$ cat src/rtl/shared_pin_gpio_map.vh
// Register indices, reset values and field positions of the shared-pin GPIO block
`ifndef SHARED_PIN_GPIO_MAP_VH
`define SHARED_PIN_GPIO_MAP_VH

// Register indices; byte address is four times the index
`define IDX_EN_LOW      16'h4400
`define IDX_DIR_LOW     16'h4401
`define IDX_VAL_LOW     16'h4402
`define IDX_EN_MID      16'h4403
`define IDX_DIR_MID     16'h4404
`define IDX_VAL_MID     16'h4405
`define IDX_EN_HIGH     16'h4406
`define IDX_DIR_HIGH    16'h4407
`define IDX_VAL_HIGH    16'h4408
`define IDX_BUS_SEL     16'h4410

// Index field inside the byte address and the upper bits that must be zero
`define ADDR_IDX_LSB    2
`define ADDR_IDX_MSB    17
`define ADDR_TOP_LSB    18

// Bus selection field position and values
`define BUS_SEL_MUX_BIT 0
`define MUX_GPIO        1'b0
`define MUX_FULL        1'b1
`define BUS_SEL_RESET   1'b1

// Reset values of the per-pin registers
`define EN_RESET        16'h0000
`define DIR_RESET       16'h0000
`define VAL_RESET       16'h0000

// Valid GPIO indices 0..45 within the 48-bit register space
`define PIN_MASK        48'h3FFF_FFFF_FFFF

`endif

$ cat src/rtl/sync_bank.v
// Two-flop synchroniser bank for asynchronous pin inputs
`timescale 1ns/1ps
module sync_bank #(
   parameter W = 46
) (
   input  wire         clk,
   input  wire         rst_n,
   input  wire [W-1:0] d,
   output reg  [W-1:0] q
);
   reg [W-1:0] meta_reg;

   always @(posedge clk or negedge rst_n) begin
      if (!rst_n) begin
         meta_reg <= {W{1'b0}};
         q        <= {W{1'b0}};
      end else begin
         meta_reg <= d;
         q        <= meta_reg;
      end
   end
endmodule // sync_bank

$ cat src/rtl/shared_pin_gpio_top.v
// Shared-pin GPIO block with AHB-Lite register slave
//
// Summary of operation
// - 46 shared pins individually enableable, only mux zero
// - Address, data, control, host pins map indices 0..45
// - Mux one gives pins full interface functions
// - Enable bits never override the mux setting
// - Enable zero: GPIO off, pin high impedance
// - Enable one: pin follows direction and data bits
// - Direction zero input, one output
// - Enable, direction, data register groups
// - First enable/direction registers hold indices 0..15
// - Input reads pin level; output drives written bit
`timescale 1ns/1ps
`include "shared_pin_gpio_map.vh"
module shared_pin_gpio #(
   parameter PINS = 46
) (
   input  wire             CLK_SYS,
   input  wire             RESETN,
   input  wire             HSEL,
   input  wire [31:0]      HADDR,
   input  wire [1:0]       HTRANS,
   input  wire             HWRITE,
   input  wire [2:0]       HSIZE,
   input  wire [31:0]      HWDATA,
   input  wire             HREADY,
   output reg  [31:0]      HRDATA,
   output reg              HREADYOUT,
   output reg              HRESP,
   input  wire [PINS-1:0]  PIN_IN,
   output reg  [PINS-1:0]  PIN_OUT,
   output reg  [PINS-1:0]  PIN_OE,
   input  wire [PINS-1:0]  FUNC_OUT,
   input  wire [PINS-1:0]  FUNC_OE,
   output reg  [PINS-1:0]  FUNC_IN,
   output reg              MUX_FULL_MODE
);
   localparam SETS = 3;

   // Gathered from the per-set registers so each bit has one driver
   wire [47:0]     en_reg;
   wire [47:0]     dir_reg;
   wire [47:0]     val_reg;
   reg             mux_reg;
   reg             wr_pend_reg;
   reg             rd_pend_reg;
   reg  [15:0]     idx_reg;
   reg             top_ok_reg;
   wire [PINS-1:0] pin_sync;
   wire [47:0]     pin_level;
   wire [47:0]     en_m;
   wire [47:0]     dir_m;
   wire [47:0]     rd_val;
   wire            accept;
   wire [15:0]     idx_now;
   reg  [15:0]     rd_word;

   // Pin levels pass two flops before anything reads them
   sync_bank #(
      .W (PINS)
   ) u_sync (
      .clk   (CLK_SYS),
      .rst_n (RESETN),
      .d     (PIN_IN),
      .q     (pin_sync)
   );

   assign pin_level = {{(48-PINS){1'b0}}, pin_sync};
   assign en_m      = en_reg & `PIN_MASK;
   assign dir_m     = dir_reg & `PIN_MASK;
   // Inputs return the pin level, outputs the value written
   assign rd_val    = ((dir_m & val_reg) | (~dir_m & pin_level)) & `PIN_MASK;

   assign accept  = HSEL & HTRANS[1] & HREADY;
   assign idx_now = HADDR[`ADDR_IDX_MSB:`ADDR_IDX_LSB];

   // Bus address phase capture; reads take one wait state so a
   // preceding write is already visible
   always @(posedge CLK_SYS or negedge RESETN) begin
      if (!RESETN) begin
         wr_pend_reg <= 1'b0;
         rd_pend_reg <= 1'b0;
         idx_reg     <= 16'h0000;
         top_ok_reg  <= 1'b0;
         HREADYOUT   <= 1'b1;
         HRESP       <= 1'b0;
         HRDATA      <= 32'h0000_0000;
      end else begin
         HRESP <= 1'b0;
         if (rd_pend_reg) begin
            HRDATA      <= {16'h0000, rd_word};
            HREADYOUT   <= 1'b1;
            rd_pend_reg <= 1'b0;
            wr_pend_reg <= 1'b0;
         end else if (accept) begin
            idx_reg     <= idx_now;
            top_ok_reg  <= (HADDR[31:`ADDR_TOP_LSB] == 14'h0000);
            wr_pend_reg <= HWRITE;
            rd_pend_reg <= ~HWRITE;
            HREADYOUT   <= HWRITE;
         end else begin
            wr_pend_reg <= 1'b0;
         end
      end
   end

   // Read mux; unmapped indices and absent pins read zero
   always @* begin
      rd_word = 16'h0000;
      if (top_ok_reg) begin
         case (idx_reg)
            `IDX_EN_LOW:   rd_word = en_m[15:0];
            `IDX_DIR_LOW:  rd_word = dir_m[15:0];
            `IDX_VAL_LOW:  rd_word = rd_val[15:0];
            `IDX_EN_MID:   rd_word = en_m[31:16];
            `IDX_DIR_MID:  rd_word = dir_m[31:16];
            `IDX_VAL_MID:  rd_word = rd_val[31:16];
            `IDX_EN_HIGH:  rd_word = en_m[47:32];
            `IDX_DIR_HIGH: rd_word = dir_m[47:32];
            `IDX_VAL_HIGH: rd_word = rd_val[47:32];
            `IDX_BUS_SEL:  rd_word = {15'h0000, mux_reg};
            default:       rd_word = 16'h0000;
         endcase
      end
   end

   // Per-set enable, direction and data registers
   genvar k;
   generate
      for (k = 0; k < SETS; k = k + 1) begin : g_set
         localparam [15:0] STEP = 3 * k;
         wire [15:0] en_idx;
         wire [15:0] dir_idx;
         wire [15:0] val_idx;
         reg  [15:0] en_set_reg;
         reg  [15:0] dir_set_reg;
         reg  [15:0] val_set_reg;
         assign en_idx  = `IDX_EN_LOW + STEP;
         assign dir_idx = `IDX_DIR_LOW + STEP;
         assign val_idx = `IDX_VAL_LOW + STEP;
         assign en_reg[16*k +: 16]  = en_set_reg;
         assign dir_reg[16*k +: 16] = dir_set_reg;
         assign val_reg[16*k +: 16] = val_set_reg;
         always @(posedge CLK_SYS or negedge RESETN) begin
            if (!RESETN) begin
               en_set_reg  <= `EN_RESET;
               dir_set_reg <= `DIR_RESET;
               val_set_reg <= `VAL_RESET;
            end else if (wr_pend_reg && top_ok_reg) begin
               if (idx_reg == en_idx)
                  en_set_reg <= HWDATA[15:0];
               if (idx_reg == dir_idx)
                  dir_set_reg <= HWDATA[15:0];
               if (idx_reg == val_idx)
                  val_set_reg <= HWDATA[15:0];
            end
         end
      end
   endgenerate

   // Bus selection register
   always @(posedge CLK_SYS or negedge RESETN) begin
      if (!RESETN) begin
         mux_reg <= `BUS_SEL_RESET;
      end else if (wr_pend_reg && top_ok_reg && idx_reg == `IDX_BUS_SEL) begin
         mux_reg <= HWDATA[`BUS_SEL_MUX_BIT];
      end
   end

   // Pin drive: index order is A[21:18]=3..0, D[31:16]=19..4,
   // C[15:0]=35..20, host data=43..36, host control 0/1=44/45
   always @(posedge CLK_SYS or negedge RESETN) begin
      if (!RESETN) begin
         PIN_OUT       <= {PINS{1'b0}};
         PIN_OE        <= {PINS{1'b0}};
         FUNC_IN       <= {PINS{1'b0}};
         MUX_FULL_MODE <= 1'b0;
      end else begin
         FUNC_IN       <= pin_sync;
         MUX_FULL_MODE <= mux_reg;
         if (mux_reg == `MUX_FULL) begin
            PIN_OUT <= FUNC_OUT;
            PIN_OE  <= FUNC_OE;
         end else begin
            PIN_OUT <= val_reg[PINS-1:0];
            // Disabled pins float; enabled pins drive only as outputs
            PIN_OE  <= en_m[PINS-1:0] & dir_m[PINS-1:0];
         end
      end
   end
endmodule // shared_pin_gpio

$ cat config.mk
export PLATFORM = sky130hd
export DESIGN_NAME = shared_pin_gpio
export DESIGN_NICKNAME = d
export VERILOG_FILES = /design/src/rtl/sync_bank.v /design/src/rtl/shared_pin_gpio_top.v
export VERILOG_INCLUDE_DIRS = /design/src /design/src/rtl
export SDC_FILE = /design/constraint.sdc
export NUM_CORES = 1
export LEC_CHECK = 0
export BUFFER_PORTS_ARGS = -buffer_cell sky130_fd_sc_hd__buf_4
export CORE_MARGIN = 3
export CORE_UTILIZATION = 25
export CTS_BUF_LIST = sky130_fd_sc_hd__clkbuf_8
export DETAILED_ROUTE_END_ITERATION = 8
export SLEW_MARGIN = 40
export SYNTH_ARGS = -nofsm -noshare
export SYNTH_HDL_FRONTEND = slang
export SYNTH_SLANG_ARGS = --single-unit
export TNS_END_PERCENT = 50
$ cat constraint.sdc
create_clock -name CLK_SYS -period 3.4 [get_ports CLK_SYS]
set_input_delay 0.17 -clock CLK_SYS [delete_from_list [all_inputs] [get_ports CLK_SYS]]
set_output_delay 0.17 -clock CLK_SYS [all_outputs]
set_load 0.03 [all_outputs]
## Word level (Yosys, flattened, before mapping)

Cells that the tools add are included.

| storage, ports and cells | value |
|---|---|
| flip-flop bits (word level) | 406 |
| latch bits | 0 |
| memory bits (writable) | 0 |
| bits in read-only memories | 0 |
| input port bits | 212 |
| output and inout bits | 173 |
| word-level logic and storage cells | 65 |
| memories | 0 |

| operators by class | value |
|---|---|
| add/sub/neg operators | 0 |
| multiply operators | 0 |
| div/mod/pow operators | 0 |
| magnitude comparators | 0 |
| equal/unequal tests | 10 |
| shift-type cells | 0 |
| multiplexer cells | 10 |
| bitwise gates (word level) | 9 |
| reduce and logical (&&, ||, !) cells | 14 |

Operator list:

| kind | number |
|---|---|
| $eq A16 B15 Y1 const B | 10 |
| $pmux W16 S10 | 1 |
| $and A46 B46 Y46 | 3 |
| $mux W46 | 2 |
| $not A46 Y46 | 1 |
| $or A46 B46 Y46 | 1 |
| $reduce_and A2 Y1 | 10 |
| $mux W16 | 1 |
| $logic_not A14 Y1 | 1 |
| $mux W1 | 6 |
| $and A1 B1 Y1 | 2 |
| $logic_and A1 B1 Y1 | 2 |
| $not A1 Y1 | 2 |
| $reduce_bool A2 Y1 | 1 |

## Longest topological paths before layout

| depth | value |
|---|---|
| depth after elaboration | 5 |
| mapped depth | 8 |
| gate-level depth less buffers | 5 |

## Modules after synthesis

From an unflattened synthesis, not the netlist that was laid out.

| second synthesis, totals | value |
|---|---|
| cells, all modules | 1098 |
| area, all modules | 15441.1 µm² |

By module, submodules not included:

| module | instances | cells an instance | area an instance (µm²) | seq. area each (µm²) |
|---|---|---|---|---|
| shared_pin_gpio | 1 | 1006 | 13138.9 | 7860.0 |
| sync_bank | 1 | 92 | 2302.2 | 2302.2 |

## Worst setup path before layout

Ideal clock, no wire load.

| timing | value |
|---|---|
| path type | reg2reg |
| start | register idx_reg[13] |
| end | register g_set[1].val_set_reg[10] |
| library setup time | 127 ps |
| data arrival time | 2354 ps |
| data required time | 3273 ps |
| setup slack | 918 ps |
| stages on the path, launching flop included | 7 |
| buffers on the path | 2 |
| clock period less this slack | 2482 ps |
| cell sequence | dfrtp_1 -> or4b_4 -> buf_4 -> or4_4 -> nor2_4 -> buf_6 -> mux2_1 |

| on the way | value |
|---|---|
| cells in the longest elaborated chain, start to end | 2 |

RTL lines:

| element | line | text |
|---|---|---|
| from (decl) | shared_pin_gpio_top.v:48 | `reg [15:0] idx_reg;` |
| from (signal assigned) | shared_pin_gpio_top.v:97 | `idx_reg <= idx_now;` |
| $eq A16 B15 Y1 | shared_pin_gpio_top.v:155 | `if (idx_reg == val_idx)` |
| $reduce_and A2 Y1 (no source line) | n/a |  |
| to (signal assigned) | shared_pin_gpio_top.v:149 | `` val_set_reg <= `VAL_RESET; `` |
| to (signal assigned) | shared_pin_gpio_top.v:156 | `val_set_reg <= HWDATA[15:0];` |
| to (decl) | shared_pin_gpio_top.v:138 | `reg [15:0] val_set_reg;` |

No other way between the ends.
A chain may end at the register's enable or synchronous reset.

## Worst setup path in the final report

| timing | value |
|---|---|
| start | register idx_reg[13] |
| end | register g_set[2].dir_set_reg[6] |

| on the way | value |
|---|---|
| cells in the longest elaborated chain, start to end | 2 |

RTL lines:

| element | line | text |
|---|---|---|
| $eq A16 B15 Y1 | shared_pin_gpio_top.v:153 | `if (idx_reg == dir_idx)` |
| $reduce_and A2 Y1 (no source line) | n/a |  |
| to (signal assigned) | shared_pin_gpio_top.v:148 | `` dir_set_reg <= `DIR_RESET; `` |
| to (signal assigned) | shared_pin_gpio_top.v:154 | `dir_set_reg <= HWDATA[15:0];` |
| to (decl) | shared_pin_gpio_top.v:137 | `reg [15:0] dir_set_reg;` |

No other way between the ends.

==> results_dict.tcl <==
set metrics [dict create \
    cts.sinks 406 \
    ys.warnings.count 0 \
    cts_root_buf "clkbuf_8" \
    r2r_slack_ns 0.56 \
    routed_wl_mm 52.46 \
    cts_max_level 3 \
    hold_ws_ns 0.1648 \
    synth_flop_cell "dfrtp_1" \
    outcome "finished, final reports clean" \
    setup.worst_path.end_class "flip-flop" \
    die_w_microns 255.2 \
    finalCriticalPeriod_ns 2.842 \
    drc_errors 0 \
    via_per_inst 4.438 \
    grt_pass1_vias 12120 \
    fin_tns_setup_ns 0 \
    synth_top_cell_by_area "dfrtp_1" \
    cp-start-kind "flip-flop" \
    hold_violations 0 \
    grt_first_pass_wirelength_mm 76.62 \
    synth.top_cells.by_count "dfrtp_1, mux2_2, nand2_1" \
    clk_pin_slew_ns 0.06 \
    fmax_ghz 0.3519 \
    start_util 0.2549 \
    cp_data_required_time_ns 3.90 \
    cts_buffer_depth 3 \
    via_count 11310 \
    synth_edf_count 0 \
    numCtsBuffers 75 \
    rsz0062_at_grt "no" \
    ys_seq_elements 406 \
    fin_skew_ns 0.03029 \
    grt_max_degree 86 \
    avgRoutedWirePerCell_microns 20.58 \
    ys_async_sr_fraction 1.000 \
    port_buffers 345 \
    worst_slew_pin_slew_ns 0.8082 \
    nFillCells 5826 \
    antenna_found_initial 4 \
    setup_viol 0 \
    drv_slew 0 \
    regToRegStartpoint "idx_reg[13]" \
    nNetsFinal 1880 \
    cts_setup_buffers 0 \
    hpwlAfterDp_mm 36.65 \
    synth.top_cell.area_share 0.6510 \
    core-area_sq_um 60920 \
    cts_tree "built" \
    io_pins 385 \
    leakage_uw 0.01064 \
    grt.total_usage 0.1603 \
    worstPathMaxFanout 9 \
    synth_cell_types 66 \
    power.density_nw_per_um2 477.6 \
    gp_congestion 0.8336 \
    cp.arrival_ns 3.34 \
    synth.most_common_cell "dfrtp_1" \
    crit_type "flip-flop to flip-flop" \
    row_count 90 \
    vdd_drop_max_v 0.0002442 \
    synthTopCellsByArea "dfrtp_1, mux2_2, nand2_1" \
    drive_above_1_share 0.4410 \
    post-route-period-util 0.8359 \
    antenna_left 0 \
    r2r_end "g_set[2].dir_set_reg[6]" \
    max_cap_viol_count 0 \
    syn_to_final_growth_pct 45.84 \
    grt_overflow_total 0 \
    die_h_microns 255.2 \
    drt_iter0_markers 748 \
    syn_avg_cell_area_sq_um 14.51 \
    worst-r2r-cell-count 6 \
    max_slew_margin 0.4567 \
    dr.pass1.iters 5 \
    die_area_sq_um 65140 \
    min_path_type "input port to async pin" \
    netlist_area_sq_um 15530 \
    synth_cells 1070 \
    clock_latency_ns 0.64 \
    ys_seq_area_frac 0.6544 \
]
stage by stage:
step                setup WS [ns]  utilization  area (sq um)  power, uW  std cells
floorplan                  0.9185            -         15590       5522       1086
global placement           0.6054       0.3175         19340       5980       2241
detailed placement         0.5317       0.3175         19340       6005       2241
CTS                        0.5006       0.3714         22630      11010       2546
global route               0.3925       0.3717         22640      11310       2547
finish                     0.5579       0.3717         22650      10820       2549
cells by family (layout without fill, tap and decap cells):
kind of cell / count (synthesis) / after routing / share of synthesized area
and+or+nand+nor: 208 / 208 / 0.07832
DFF: 406 / 406 / 0.6544
buffers and inverters: 74 / 707 / 0.02554
other: 1 / 19 / 0.0002415
muxes: 243 / 243 / 0.1781
AOI/OAI and AO/OA: 138 / 138 / 0.06333
power by group:
group | internal, uW | switching, uW | total [uW]
combinational | 468 | 458 | 927
sequential | 5000 | 159 | 5160
clock | 2680 | 2050 | 4730
cells in the final DEF (no fill, tap or decap), types with 3 or more instances in the layout:
master / count
clkinv_2: 11
a21boi_0: 8
bufinv_16: 3
a222oi_1: 18
nor4_1: 6
and3_1: 8
nor4b_4: 3
conb_1: 17
mux2i_1: 6
nor2_1: 8
inv_1: 27
clkbuf_8: 93
o2bb2ai_1: 6
a21o_1: 3
a32oi_1: 5
a32o_1: 3
nand2_1: 123
mux2_1: 11
nand4_1: 5
o22ai_1: 3
mux2_2: 216
dlygate4sd3_1: 177
nand3_1: 4
buf_4: 387
mux2_4: 10
a22oi_1: 24
nor3_1: 8
and4_1: 5
or4bb_1: 3
dfrtp_1: 404
a221o_1: 3
buf_12: 4
nor2b_1: 3
o21ai_0: 52
nor4_4: 8
worst max-delay path, cell delays in order (launching register included):
cell	delay, ns
dfrtp_1	0.42
nor4b_4	0.58
nand3_4	0.20
nor3_1	0.27
nand4_1	0.51
buf_4	0.42
mux2_2	0.29
layout make-up:
cell class | instances | area, sq um | area share
Clock buffer | 93 | 1280 | 0.05652
Clock inverter | 35 | 231.5 | 0.01022
Inverter | 9 | 33.78 | 0.001492
Antenna cell | 2 | 5.005 | 0.0002210
Sequential cell | 406 | 10170 | 0.4489
Tap cell | 828 | 1036 | 0.04575
Multi-Input combinational cell | 606 | 5107 | 0.2255
Timing Repair Buffer | 570 | 4787 | 0.2114
routing by layer:
layer | share of wire | vias to the layer above | track usage
met5 | 0.00015 | - | 0
li1 | - | 5053 | -
met2 | 0.48 | 444 | 0.2596
met4 | 0.029 | 2 | 0.05538
met1 | 0.40 | 5706 | 0.1998
met3 | 0.090 | 107 | 0.05548
worst max-delay path by stage:
stage	start	end	slack, ns	cells after the start
global placement	idx_reg[13]	g_set[2].dir_set_reg[9]	0.61	6
finish	idx_reg[13]	g_set[2].dir_set_reg[6]	0.56	6
global route	idx_reg[9]	g_set[2].dir_set_reg[6]	0.39	6
detailed placement	idx_reg[13]	g_set[2].dir_set_reg[3]	0.53	6
floorplan	idx_reg[13]	g_set[1].val_set_reg[10]	0.92	6
CTS	idx_reg[13]	g_set[2].dir_set_reg[6]	0.50	6
timing repair:
action / in CTS / in global routing
gates resized for setup: 0 / 0
hold endpoints to repair: 373 / 0
hold buffers: 177 / 0
Note: power is estimated with default switching activity, not from simulation.
